$ cat src/logic/rtcb_consts.svh
// constants for the rtc control block: ports, indices, bit positions, reset values, timing
// assumes inclusion by bare name from the design and bench files
`ifndef RTCB_CONSTS_SVH
`define RTCB_CONSTS_SVH

`define RTCB_PORT_INDEX     8'h70
`define RTCB_PORT_DATA      8'h71

`define RTCB_IDX_SEC        7'h00
`define RTCB_IDX_SEC_ALM    7'h01
`define RTCB_IDX_MIN        7'h02
`define RTCB_IDX_MIN_ALM    7'h03
`define RTCB_IDX_HOUR       7'h04
`define RTCB_IDX_HOUR_ALM   7'h05
`define RTCB_IDX_DOW        7'h06
`define RTCB_IDX_DATE       7'h07
`define RTCB_IDX_MONTH      7'h08
`define RTCB_IDX_YEAR       7'h09
`define RTCB_IDX_CTRL_A     7'h0A
`define RTCB_IDX_CTRL_B     7'h0B
`define RTCB_IDX_FLAGS      7'h0C
`define RTCB_IDX_VALID      7'h0D

`define RTCB_B_SET          7
`define RTCB_B_PIE          6
`define RTCB_B_AIE          5
`define RTCB_B_UIE          4
`define RTCB_B_SQWE         3
`define RTCB_B_DFMT         2
`define RTCB_B_H24          1
`define RTCB_B_DSE          0
`define RTCB_A_UIP          7
`define RTCB_C_IRQ_REQUEST_FLAG         7
`define RTCB_C_PF           6
`define RTCB_C_AF           5
`define RTCB_C_UF           4
`define RTCB_D_VRT          7

`define RTCB_ALARM_DC       2'h3
`define RTCB_SEC_INIT       8'h00
`define RTCB_MIN_INIT       8'h00
`define RTCB_HOUR_INIT      8'h12
`define RTCB_DOW_INIT       8'h01
`define RTCB_DATE_INIT      8'h01
`define RTCB_MONTH_INIT     8'h01
`define RTCB_YEAR_INIT      8'h00
`define RTCB_RATE_INIT      4'h0

`define RTCB_CLK_KHZ        100000
`define RTCB_SECOND_MS      1000
`define RTCB_TICKS_PER_SEC  256
`define RTCB_TICK_CYC       ((`RTCB_SECOND_MS * `RTCB_CLK_KHZ) / `RTCB_TICKS_PER_SEC)
`define RTCB_TICK_W         19
`define RTCB_PER_C13_MS     125
`define RTCB_PER_C14_MS     250
`define RTCB_PER_C15_MS     500
`define RTCB_PER_C13_TICKS  ((`RTCB_PER_C13_MS * `RTCB_TICKS_PER_SEC) / `RTCB_SECOND_MS)
`define RTCB_PER_C14_TICKS  ((`RTCB_PER_C14_MS * `RTCB_TICKS_PER_SEC) / `RTCB_SECOND_MS)
`define RTCB_PER_C15_TICKS  ((`RTCB_PER_C15_MS * `RTCB_TICKS_PER_SEC) / `RTCB_SECOND_MS)
`define RTCB_UPD_LEAD_CYC   4

`endif

$ cat src/logic/rtcb_pkg.sv
// types shared by the rtc control block modules
// assumes nothing beyond a sv compiler
package rtcb_pkg;

  typedef logic [7:0] rtcb_byte_t;

  typedef enum logic [1:0] {
    RTCB_UPD_IDLE,
    RTCB_UPD_LEAD,
    RTCB_UPD_RUN
  } rtcb_upd_t;

endpackage

$ cat src/logic/rtcb_top.sv
// rtc core around control register b: index/data port access, update sequencing,
// periodic/alarm/update-ended events and the interrupt request output
// assumes host i/o strobes synchronous to CLK_SYS, one cycle each
`timescale 1ns/1ps
`include "rtcb_consts.svh"

module rtcb_top
  import rtcb_pkg::*;
#(
  parameter int unsigned TICK_CYC = `RTCB_TICK_CYC
)
(
  input  wire logic       CLK_SYS,
  input  wire logic       RESET_N,
  input  wire logic       POWER_SENSE_RESET_N,
  input  wire logic [7:0] IO_ADDR,
  input  wire logic       IO_WR,
  input  wire logic       IO_RD,
  input  wire rtcb_byte_t IO_WDATA,
  output rtcb_byte_t      IO_RDATA,
  output logic            IRQ,
  output logic            SQW_OUT
);

  localparam logic [`RTCB_TICK_W-1:0] TICK_LAST = `RTCB_TICK_W'(TICK_CYC - 1);
  localparam logic [2:0]              LEAD_LAST = 3'(`RTCB_UPD_LEAD_CYC - 1);

  logic [6:0]              index_q;
  logic [`RTCB_TICK_W-1:0] tick_cnt_q;
  logic [7:0]              tick_idx_q;
  logic                    tick;
  logic                    sec_evt;
  logic                    per_evt;
  rtcb_upd_t               upd_state_q;
  logic [2:0]              lead_cnt_q;
  logic                    cal_step;
  logic                    cal_done;
  logic [3:0]              rate_select_q;
  logic [2:0]              divider_ctl_q;
  logic                    update_inhibit_q;
  logic                    hour24_q;
  logic                    dst_enable_q;
  logic                    periodic_irq_enable_q;
  logic                    alarm_irq_enable_q;
  logic                    update_end_irq_enable_q;
  logic                    periodic_flag_q;
  logic                    alarm_flag_q;
  logic                    update_end_flag_q;
  logic                    irq_request_flag;
  logic                    valid_ram_q;
  rtcb_byte_t              sec_alarm_q;
  rtcb_byte_t              min_alarm_q;
  rtcb_byte_t              hour_alarm_q;
  rtcb_byte_t              cal_sec;
  rtcb_byte_t              cal_min;
  rtcb_byte_t              cal_hour;
  rtcb_byte_t              cal_dow;
  rtcb_byte_t              cal_date;
  rtcb_byte_t              cal_month;
  rtcb_byte_t              cal_year;
  rtcb_byte_t              rd_mux;
  logic                    wr_index;
  logic                    wr_data;
  logic                    rd_data;
  logic                    alarm_hit;
  logic                    flags_rd_clr;

  function automatic logic alarm_match(input rtcb_byte_t alarm, input rtcb_byte_t now);
    alarm_match = (alarm[7:6] == `RTCB_ALARM_DC) || (alarm == now);
  endfunction

  // tick-index mask for the periodic rate; code 0 means no periodic event
  function automatic logic [7:0] rate_mask(input logic [3:0] rs);
    unique case (rs)
      4'hD:    rate_mask = 8'(`RTCB_PER_C13_TICKS - 1);
      4'hE:    rate_mask = 8'(`RTCB_PER_C14_TICKS - 1);
      4'hF:    rate_mask = 8'(`RTCB_PER_C15_TICKS - 1);
      4'h8:    rate_mask = 8'h00;
      4'h9:    rate_mask = 8'h01;
      4'hA:    rate_mask = 8'h03;
      4'hB:    rate_mask = 8'h07;
      4'hC:    rate_mask = 8'h0F;
      default: rate_mask = 8'h00;
    endcase
  endfunction

  // host port decode
  assign wr_index     = IO_WR && (IO_ADDR == `RTCB_PORT_INDEX);
  assign wr_data      = IO_WR && (IO_ADDR == `RTCB_PORT_DATA);
  assign rd_data      = IO_RD && (IO_ADDR == `RTCB_PORT_DATA);
  assign flags_rd_clr = rd_data && (index_q == `RTCB_IDX_FLAGS);

  always_ff @(posedge CLK_SYS or negedge RESET_N) begin
    if (!RESET_N)
      index_q <= 7'h00;
    else if (wr_index)
      index_q <= IO_WDATA[6:0];
  end

  // timebase: 256 ticks per second
  assign tick    = (tick_cnt_q == TICK_LAST);
  assign sec_evt = tick && (tick_idx_q == 8'hFF);
  assign per_evt = tick && (rate_select_q != 4'h0) && ((tick_idx_q & rate_mask(rate_select_q)) == rate_mask(rate_select_q));

  always_ff @(posedge CLK_SYS or negedge RESET_N) begin
    if (!RESET_N) begin
      tick_cnt_q <= '0;
      tick_idx_q <= 8'h00;
    end else if (tick) begin
      tick_cnt_q <= '0;
      tick_idx_q <= tick_idx_q + 8'h01;
    end else begin
      tick_cnt_q <= tick_cnt_q + `RTCB_TICK_W'(1);
    end
  end

  // update sequencer: lead phase shows update-in-progress, then one step
  always_ff @(posedge CLK_SYS or negedge RESET_N) begin
    if (!RESET_N) begin
      upd_state_q <= RTCB_UPD_IDLE;
      lead_cnt_q  <= 3'h0;
    end else begin
      unique case (upd_state_q)
        RTCB_UPD_IDLE: begin
          lead_cnt_q <= 3'h0;
          if (sec_evt && !update_inhibit_q)
            upd_state_q <= RTCB_UPD_LEAD;
        end
        RTCB_UPD_LEAD: begin
          lead_cnt_q <= lead_cnt_q + 3'h1;
          if (update_inhibit_q)
            upd_state_q <= RTCB_UPD_IDLE;
          else if (lead_cnt_q == LEAD_LAST)
            upd_state_q <= RTCB_UPD_RUN;
        end
        RTCB_UPD_RUN: begin
          upd_state_q <= RTCB_UPD_IDLE;
        end
      endcase
    end
  end

  assign cal_step = (upd_state_q == RTCB_UPD_RUN) && !update_inhibit_q;

  rtcb_calendar u_calendar (
    .clk     (CLK_SYS),
    .psr_n   (POWER_SENSE_RESET_N),
    .step    (cal_step),
    .mode24  (hour24_q),
    .dst_en  (dst_enable_q),
    .wr_en   (wr_data),
    .wr_idx  (index_q),
    .wr_data (IO_WDATA),
    .sec_q   (cal_sec),
    .min_q   (cal_min),
    .hour_q  (cal_hour),
    .dow_q   (cal_dow),
    .date_q  (cal_date),
    .month_q (cal_month),
    .year_q  (cal_year),
    .done_q  (cal_done)
  );

  // alarm bytes
  always_ff @(posedge CLK_SYS) begin
    if (!POWER_SENSE_RESET_N) begin
      sec_alarm_q  <= 8'h00;
      min_alarm_q  <= 8'h00;
      hour_alarm_q <= 8'h00;
    end else if (wr_data) begin
      if (index_q == `RTCB_IDX_SEC_ALM)
        sec_alarm_q <= IO_WDATA;
      if (index_q == `RTCB_IDX_MIN_ALM)
        min_alarm_q <= IO_WDATA;
      if (index_q == `RTCB_IDX_HOUR_ALM)
        hour_alarm_q <= IO_WDATA;
    end
  end

  assign alarm_hit = alarm_match(sec_alarm_q, cal_sec) && alarm_match(min_alarm_q, cal_min)
                     && alarm_match(hour_alarm_q, cal_hour);

  // control register a: rate and divider bits
  always_ff @(posedge CLK_SYS) begin
    if (!POWER_SENSE_RESET_N) begin
      rate_select_q <= `RTCB_RATE_INIT;
      divider_ctl_q <= 3'h0;
    end else if (wr_data && index_q == `RTCB_IDX_CTRL_A) begin
      rate_select_q <= IO_WDATA[3:0];
      divider_ctl_q <= IO_WDATA[6:4];
    end
  end

  // control register b, bits kept through the reset input
  always_ff @(posedge CLK_SYS) begin
    if (!POWER_SENSE_RESET_N) begin
      update_inhibit_q <= 1'b0;
      hour24_q         <= 1'b0;
      dst_enable_q     <= 1'b0;
    end else if (wr_data && index_q == `RTCB_IDX_CTRL_B) begin
      update_inhibit_q <= IO_WDATA[`RTCB_B_SET];
      hour24_q         <= IO_WDATA[`RTCB_B_H24];
      dst_enable_q     <= IO_WDATA[`RTCB_B_DSE];
    end
  end

  // control register b, enables cleared by the reset input
  always_ff @(posedge CLK_SYS or negedge RESET_N) begin
    if (!RESET_N) begin
      periodic_irq_enable_q   <= 1'b0;
      alarm_irq_enable_q      <= 1'b0;
      update_end_irq_enable_q <= 1'b0;
    end else if (wr_data && index_q == `RTCB_IDX_CTRL_B) begin
      periodic_irq_enable_q   <= IO_WDATA[`RTCB_B_PIE];
      alarm_irq_enable_q      <= IO_WDATA[`RTCB_B_AIE];
      if (IO_WDATA[`RTCB_B_SET] && !update_inhibit_q)
        update_end_irq_enable_q <= 1'b0;
      else
        update_end_irq_enable_q <= IO_WDATA[`RTCB_B_UIE];
    end
  end

  // event flags: a set in the clearing read cycle survives
  always_ff @(posedge CLK_SYS or negedge RESET_N) begin
    if (!RESET_N) begin
      periodic_flag_q   <= 1'b0;
      alarm_flag_q      <= 1'b0;
      update_end_flag_q <= 1'b0;
    end else if (!POWER_SENSE_RESET_N) begin
      periodic_flag_q   <= 1'b0;
      alarm_flag_q      <= 1'b0;
      update_end_flag_q <= 1'b0;
    end else begin
      periodic_flag_q   <= per_evt || (periodic_flag_q && !flags_rd_clr);
      alarm_flag_q      <= (cal_done && alarm_hit) || (alarm_flag_q && !flags_rd_clr);
      update_end_flag_q <= cal_done || (update_end_flag_q && !flags_rd_clr);
    end
  end

  assign irq_request_flag = (periodic_flag_q && periodic_irq_enable_q)
                            || (alarm_flag_q && alarm_irq_enable_q)
                            || (update_end_flag_q && update_end_irq_enable_q);

  always_ff @(posedge CLK_SYS or negedge RESET_N) begin
    if (!RESET_N)
      IRQ <= 1'b0;
    else
      IRQ <= irq_request_flag;
  end

  // square wave generation is permanently off
  always_ff @(posedge CLK_SYS or negedge RESET_N) begin
    if (!RESET_N)
      SQW_OUT <= 1'b0;
    else
      SQW_OUT <= 1'b0;
  end

  // valid ram and time bit
  always_ff @(posedge CLK_SYS) begin
    if (!POWER_SENSE_RESET_N)
      valid_ram_q <= 1'b0;
    else if (rd_data && index_q == `RTCB_IDX_VALID)
      valid_ram_q <= 1'b1;
  end

  // read data selection
  always_comb begin
    rd_mux = 8'h00;
    if (IO_ADDR == `RTCB_PORT_INDEX) begin
      rd_mux = {1'b0, index_q};
    end else begin
      unique case (index_q)
        `RTCB_IDX_SEC:      rd_mux = cal_sec;
        `RTCB_IDX_SEC_ALM:  rd_mux = sec_alarm_q;
        `RTCB_IDX_MIN:      rd_mux = cal_min;
        `RTCB_IDX_MIN_ALM:  rd_mux = min_alarm_q;
        `RTCB_IDX_HOUR:     rd_mux = cal_hour;
        `RTCB_IDX_HOUR_ALM: rd_mux = hour_alarm_q;
        `RTCB_IDX_DOW:      rd_mux = cal_dow;
        `RTCB_IDX_DATE:     rd_mux = cal_date;
        `RTCB_IDX_MONTH:    rd_mux = cal_month;
        `RTCB_IDX_YEAR:     rd_mux = cal_year;
        `RTCB_IDX_CTRL_A: begin
          rd_mux[`RTCB_A_UIP] = (upd_state_q != RTCB_UPD_IDLE);
          rd_mux[6:4]         = divider_ctl_q;
          rd_mux[3:0]         = rate_select_q;
        end
        `RTCB_IDX_CTRL_B: begin
          rd_mux[`RTCB_B_SET]  = update_inhibit_q;
          rd_mux[`RTCB_B_PIE]  = periodic_irq_enable_q;
          rd_mux[`RTCB_B_AIE]  = alarm_irq_enable_q;
          rd_mux[`RTCB_B_UIE]  = update_end_irq_enable_q;
          rd_mux[`RTCB_B_SQWE] = 1'b0;
          rd_mux[`RTCB_B_DFMT] = 1'b0;
          rd_mux[`RTCB_B_H24]  = hour24_q;
          rd_mux[`RTCB_B_DSE]  = dst_enable_q;
        end
        `RTCB_IDX_FLAGS: begin
          rd_mux[`RTCB_C_IRQ_REQUEST_FLAG] = irq_request_flag;
          rd_mux[`RTCB_C_PF]   = periodic_flag_q;
          rd_mux[`RTCB_C_AF]   = alarm_flag_q;
          rd_mux[`RTCB_C_UF]   = update_end_flag_q;
        end
        `RTCB_IDX_VALID: begin
          rd_mux[`RTCB_D_VRT] = valid_ram_q;
        end
        default: rd_mux = 8'h00;
      endcase
    end
  end

  always_ff @(posedge CLK_SYS or negedge RESET_N) begin
    if (!RESET_N)
      IO_RDATA <= 8'h00;
    else if (IO_RD)
      IO_RDATA <= rd_mux;
  end

endmodule // rtcb_top

$ cat src/logic/rtcb_calendar.sv
// bcd time and calendar counters with 12/24 hour and daylight saving steps
// assumes one-cycle step pulses from the update sequencer and host writes by index
`timescale 1ns/1ps
`include "rtcb_consts.svh"

module rtcb_calendar
  import rtcb_pkg::*;
(
  input  wire logic       clk,
  input  wire logic       psr_n,
  input  wire logic       step,
  input  wire logic       mode24,
  input  wire logic       dst_en,
  input  wire logic       wr_en,
  input  wire logic [6:0] wr_idx,
  input  wire rtcb_byte_t wr_data,
  output rtcb_byte_t      sec_q,
  output rtcb_byte_t      min_q,
  output rtcb_byte_t      hour_q,
  output rtcb_byte_t      dow_q,
  output rtcb_byte_t      date_q,
  output rtcb_byte_t      month_q,
  output rtcb_byte_t      year_q,
  output logic            done_q
);

  logic       fall_done_q;
  logic       spring_day;
  logic       fall_day;
  logic [8:0] hour_nx;

  function automatic rtcb_byte_t bcd_inc(input rtcb_byte_t v);
    if (v == 8'h99)
      bcd_inc = 8'h00;
    else if (v[3:0] == 4'h9)
      bcd_inc = {v[7:4] + 4'h1, 4'h0};
    else
      bcd_inc = v + 8'h01;
  endfunction

  function automatic rtcb_byte_t days_in_month(input rtcb_byte_t m, input rtcb_byte_t y);
    logic leap;
    leap = y[4] ? (y[3:0] == 4'h2 || y[3:0] == 4'h6) : (y[3:0] == 4'h0 || y[3:0] == 4'h4 || y[3:0] == 4'h8);
    unique case (m)
      8'h02:                      days_in_month = leap ? 8'h29 : 8'h28;
      8'h04, 8'h06, 8'h09, 8'h11: days_in_month = 8'h30;
      default:                    days_in_month = 8'h31;
    endcase
  endfunction

  // returns {day_roll, next_hour}
  function automatic logic [8:0] hour_next(input rtcb_byte_t h, input logic h24);
    if (h24) begin
      hour_next = (h == 8'h23) ? {1'b1, 8'h00} : {1'b0, bcd_inc(h)};
    end else if (h[6:0] == 7'h11) begin
      hour_next = {h[7], ~h[7], 7'h12};
    end else if (h[6:0] == 7'h12) begin
      hour_next = {1'b0, h[7], 7'h01};
    end else begin
      // pm bit rides on top; increments below 12 never carry into bit 7
      hour_next    = {1'b0, bcd_inc({1'b0, h[6:0]})};
      hour_next[7] = h[7];
    end
  endfunction

  assign hour_nx = hour_next(hour_q, mode24);

  assign spring_day = (month_q == 8'h04) && (dow_q == 8'h01) && (date_q <= 8'h07);
  assign fall_day   = (month_q == 8'h10) && (dow_q == 8'h01) && (date_q >= 8'h25);

  always_ff @(posedge clk) begin
    if (!psr_n) begin
      sec_q       <= `RTCB_SEC_INIT;
      min_q       <= `RTCB_MIN_INIT;
      hour_q      <= `RTCB_HOUR_INIT;
      dow_q       <= `RTCB_DOW_INIT;
      date_q      <= `RTCB_DATE_INIT;
      month_q     <= `RTCB_MONTH_INIT;
      year_q      <= `RTCB_YEAR_INIT;
      fall_done_q <= 1'b0;
    end else if (wr_en) begin
      unique case (wr_idx)
        `RTCB_IDX_SEC:   sec_q   <= wr_data;
        `RTCB_IDX_MIN:   min_q   <= wr_data;
        `RTCB_IDX_HOUR:  hour_q  <= wr_data;
        `RTCB_IDX_DOW:   dow_q   <= wr_data;
        `RTCB_IDX_DATE:  date_q  <= wr_data;
        `RTCB_IDX_MONTH: month_q <= wr_data;
        `RTCB_IDX_YEAR:  year_q  <= wr_data;
        default: ;
      endcase
    end else if (step) begin
      if (sec_q != 8'h59) begin
        sec_q <= bcd_inc(sec_q);
      end else begin
        sec_q <= 8'h00;
        if (min_q != 8'h59) begin
          min_q <= bcd_inc(min_q);
        end else begin
          min_q <= 8'h00;
          if (dst_en && spring_day && hour_q == 8'h01) begin
            hour_q <= 8'h03;
          end else if (dst_en && fall_day && hour_q == 8'h01 && !fall_done_q) begin
            hour_q      <= 8'h01;
            fall_done_q <= 1'b1;
          end else begin
            hour_q <= hour_nx[7:0];
            if (hour_nx[8]) begin
              fall_done_q <= 1'b0;
              dow_q       <= (dow_q == 8'h07) ? 8'h01 : bcd_inc(dow_q);
              if (date_q == days_in_month(month_q, year_q)) begin
                date_q <= 8'h01;
                if (month_q == 8'h12) begin
                  month_q <= 8'h01;
                  year_q  <= bcd_inc(year_q);
                end else begin
                  month_q <= bcd_inc(month_q);
                end
              end else begin
                date_q <= bcd_inc(date_q);
              end
            end
          end
        end
      end
    end
  end

  // counters are stable again one cycle after a step
  always_ff @(posedge clk) begin
    if (!psr_n)
      done_q <= 1'b0;
    else
      done_q <= step && !wr_en;
  end

endmodule // rtcb_calendar

$ cat config.mk
export PLATFORM = sky130hd
export DESIGN_NAME = rtcb_top
export DESIGN_NICKNAME = d
export VERILOG_FILES = /design/src/logic/rtcb_pkg.sv /design/src/logic/rtcb_top.sv /design/src/logic/rtcb_calendar.sv
export VERILOG_INCLUDE_DIRS = /design/src /design/src/logic
export SDC_FILE = /design/constraint.sdc
export NUM_CORES = 1
export LEC_CHECK = 0
export BUFFER_PORTS_ARGS = -buffer_cell sky130_fd_sc_hd__buf_2
export CORE_UTILIZATION = 45
export DETAILED_ROUTE_END_ITERATION = 7
export HOLD_SLACK_MARGIN = 0.02
export PLACE_DENSITY_LB_ADDON = 0.3
export SLEW_MARGIN = 20
export SYNTH_ARGS = -nofsm -noshare
export SYNTH_HDL_FRONTEND = slang
export SYNTH_HIERARCHICAL = 1
export SYNTH_SLANG_ARGS = --single-unit
$ cat constraint.sdc
create_clock -name CLK_SYS -period 2.8 [get_ports CLK_SYS]
set_input_delay 0.84 -clock CLK_SYS [delete_from_list [all_inputs] [get_ports CLK_SYS]]
set_output_delay 0.84 -clock CLK_SYS [all_outputs]
set_load 0.01 [all_outputs]
==> impl_metrics.json <==
{
  "synthesis.yosys.warnings": 6,
  "worst_skew_pair.late_latency_ns": 0.43,
  "finalWorstSetupSlack_ns": 0.164,
  "finalHoldViolations": 0,
  "rsz0062_at_grt": "false",
  "synthXorXnorAreaFrac_pct": 4.97,
  "run_status": "finished, violations left",
  "synthSimpleGateAreaFrac_pct": 25.4,
  "grt_pass1_wl_um": 53400,
  "post-route-period-util_pct": 94.2,
  "synthArstFlopShare_pct": 35.1,
  "place.gp.congestion": 0.994,
  "dominantRegCellSynth": "dfxtp_1",
  "placeableCoreArea_sq_um": 22000,
  "finalCriticalPeriod_ns": 2.64,
  "count_of_pins_on_the_block_boundary": 31,
  "hold_path_end": "valid_ram_q$_SDFFE_PN0P_",
  "slew_at_the_pin_with_the_worst_max_slew_slack_ns": 1.06,
  "routed_wl_um": 34000,
  "report.power.total_mw": 4.96,
  "cell_taking_the_most_area_after_synthesis": "dfxtp_1",
  "via_count": 10300,
  "worst-endpoint-arrival_ns": 2.90,
  "overflow": 0,
  "viasPerCell": 6.22,
  "synth_area_per_cell_sq_um": 8.08,
  "vdd_ir_drop_max_uv": 356,
  "rr_startpoint": "u_calendar/month_q[4]$_SDFFE_PN0P_",
  "floorplan.die.height_um": 153,
  "hold_path.startpoint": "valid_ram_q$_SDFFE_PN0P_",
  "dp.final_hpwl_um": 24600,
  "synth_seq_cells": 154,
  "critical_path_class": "flop to flop",
  "final_cell_count_no_fill": 1651,
  "post-synth-top-area-fraction_pct": 19.6,
  "postRouteAntennaNets": 0,
  "muxShareOfSynthArea_pct": 6.01,
  "layout-drive-gt1-share_pct": 17.3,
  "first_global_vias": 9553,
  "synth_cell_type_count": 93,
  "core.rowCount": 54,
  "synth_compound_area_share_pct": 21.3,
  "leakage_power_figure_nw": 4.69,
  "worstSetupStartpointType": "flop",
  "post_synth_instance_area_sq_um": 10200,
  "clockBufferDepth": 2,
  "maxSlewHeadroom_pct": 29.4,
  "synthCells": 1264,
  "max_freq_ghz": 0.379,
  "synthAdderAreaFrac_pct": 4.04,
  "cts_tree": "done",
  "endpoint_of_the_worst_slack_reg_to_reg_timing_path": "u_calendar/month_q[2]$_SDFFE_PN0P_",
  "grt_start_max_net_pins": 55,
  "detail_route.drc_violations": 6,
  "ys_top_cells_by_count": "nand2_1 (165), dfxtp_1 (100), nor2_1 (91)",
  "violations": "design-rule violations",
  "cts-hold-fix-buffers": 0,
  "crit_path_max_fanout": 10,
  "slew_violations": 0,
  "clock_skew_ns": 0.0131,
  "antenna_cell_count": 0,
  "reg2regPathDepth": 10,
  "dieArea_sq_um": 23300,
  "final-setup-viol-count": 0,
  "endpoint_required_time_on_the_critical_path_ns": 3.06,
  "synth_enable_flop_cells": 0,
  "numPlacedInstances": 1616,
  "numCtsBuffers": 17,
  "htree_num_levels": 4,
  "clk_transition_reported_paths_ns": 0.07,
  "dpl_worst_slack_ns": -0.114,
  "synth_most_common_cell": "nand2_1",
  "layout.nets": 1412,
  "pwr_density_cell_nw_per_um2": 414,
  "dominant_combinational_cell_family_by_area_after_synthesis": "simple AND/OR/NAND/NOR gates",
  "cts_sinks": 154,
  "whs_ns": 0.464,
  "post_syn_nets": 1318,
  "r2r_slack_ns": 0.16,
  "grt_util_all_layers_pct": 29.3,
  "initial_utilization_pct": 46.4,
  "synth_area_leaders": "dfxtp_1 (20%), dfrtp_1 (13%), nand2_1 (6.1%), xnor2_1 (4.1%), ha_1 (4.0%)",
  "holdCritPathClass": "flop to flop",
  "initialDrtViolationCount": 1067,
  "numPortBuffers": 29,
  "maxCapViolCount": 0,
  "dieWidth_um": 153,
  "area_delta_synth_final_pct": 17.3,
  "yosysSeqAreaShare_pct": 32.8,
  "critical_path.endpoint_type": "flop",
  "whs_path_depth": 2,
  "cts_root_buffer": "clkbuf_16",
  "first_pass_iters": 7,
  "drt_wl_cell_um": 20.6,
  "number_of_antenna_violations_at_the_first_check_in_global_routing": 0
}
state kept, by name, indices dropped and copies added, names as in the netlist, 3 cells and up, named ones only:
signal              count
u_calendar/sec_q        8
tick_cnt_q             19
sec_alarm_q             8
u_calendar/month_q      8
tick_idx_q              8
u_calendar/hour_q       8
u_calendar/year_q       8
divider_ctl_q           3
u_calendar/date_q       8
hour_alarm_q            8
rate_select_q           4
index_q                 7
u_calendar/dow_q        8
lead_cnt_q              3
min_alarm_q             8
u_calendar/min_q        8
IO_RDATA                8
critical path, cell delays in order (launching register included):
cell and delay, ns:
dfxtp_1 0.42, buf_4 0.18, ha_1 0.18, nand2b_1 0.10, or3_1 0.35, o21a_1 0.16
o211a_4 0.31, o31a_1 0.37, buf_12 0.17, mux2i_1 0.13, o21ai_0 0.09
metrics by stage:
| step | utilization [%] | instance area (sq um) | TNS [ns] |
|---|---|---|---|
| 6_report | 54.4 | 12000 | 0 |
| 5_1_grt | 54.4 | 12000 | 0 |
| 4_1_cts | 54.2 | 11900 | 0 |
| 3_5_place_dp | 51.4 | 11300 | -1.96 |
| 3_3_place_gp | 51.4 | 11300 | -0.808 |
| 2_1_floorplan | - | 10300 | -0.122 |
per-layer routing:
| layer | wire length, um | vias up | global-route usage (%) |
|---|---|---|---|
| li1 | - | 4761 | - |
| met1 | 14700 | 4905 | 40.1 |
| met3 | 3240 | 93 | 6.63 |
| met4 | 1540 | 0 | 14.2 |
| met2 | 14500 | 512 | 43.2 |
| met5 | 0 | - | 0 |
logic make-up after synthesis:
group,after synthesis
AOI/OAI and AO/OA,333
adders and majority gates,33
xor gates and xnor gates,58
and+or+nand+nor,501
buffers and inverters,127
other,1
muxes,57
DFF,154
layout by cell type (no fill, tap or decap), types with 33 or more instances in the layout:
master / netlist / layout
a21oi_1: 76 / 76
buf_4: 5 / 117
dfrtp_1: 54 / 54
dfxtp_1: 100 / 100
ha_1: 33 / 33
inv_1: 51 / 50
mux2i_1: 37 / 37
nand2_1: 165 / 165
nand3_1: 53 / 52
nand4_1: 33 / 33
nor2_1: 91 / 91
o21ai_0: 82 / 79
xnor2_1: 48 / 48
how the worst max path moves through the flow:
stage	cells after the start	slack, ns	startpoint	endpoint
after floorplan	9	-0.04	IO_ADDR[7]	u_calendar/sec_q[1]$_SDFFE_PN0P_
after global placement	10	-0.08	IO_ADDR[7]	u_calendar/dow_q[4]$_SDFFE_PN0P_
after detailed placement	10	-0.11	IO_ADDR[7]	u_calendar/hour_q[7]$_SDFFE_PN0P_
after CTS	8	0.02	u_calendar/hour_q[4]$_SDFFE_PN1P_	u_calendar/year_q[3]$_SDFFE_PN0P_
after global routing	11	0.01	u_calendar/hour_q[5]$_SDFFE_PN0P_	u_calendar/dow_q[1]$_SDFFE_PN0P_
final	10	0.16	u_calendar/month_q[4]$_SDFFE_PN0P_	u_calendar/month_q[2]$_SDFFE_PN0P_
final cells by class:
cell class	instances	area (sq um)
clock buffers	17	425
clock inverters	15	188
fillers	2027	10000
inverters	51	194
multi-input cells	983	6340
flip-flops and latches	154	3350
well taps	280	350
repair buffers	151	1120
where the power goes:
| group | total [mW] | switching (mW) | leakage [nW] | internal, mW |
|---|---|---|---|---|
| Clock | 2.40 | 1.17 | 0.296 | 1.23 |
| Combinational | 0.327 | 0.230 | 2.86 | 0.0969 |
| Sequential | 2.23 | 0.0143 | 1.54 | 2.21 |
| Total | 4.96 | 1.42 | 4.69 | 3.54 |
what timing repair did:
action / 4_1_cts / 5_1_grt
setup endpoints to repair: 1 / 7
setup buffers: 0 / 3
pin swaps: 1 / 3
gates resized for setup: 0 / 4
No activity file was read; power rests on OpenSTA's default activity.
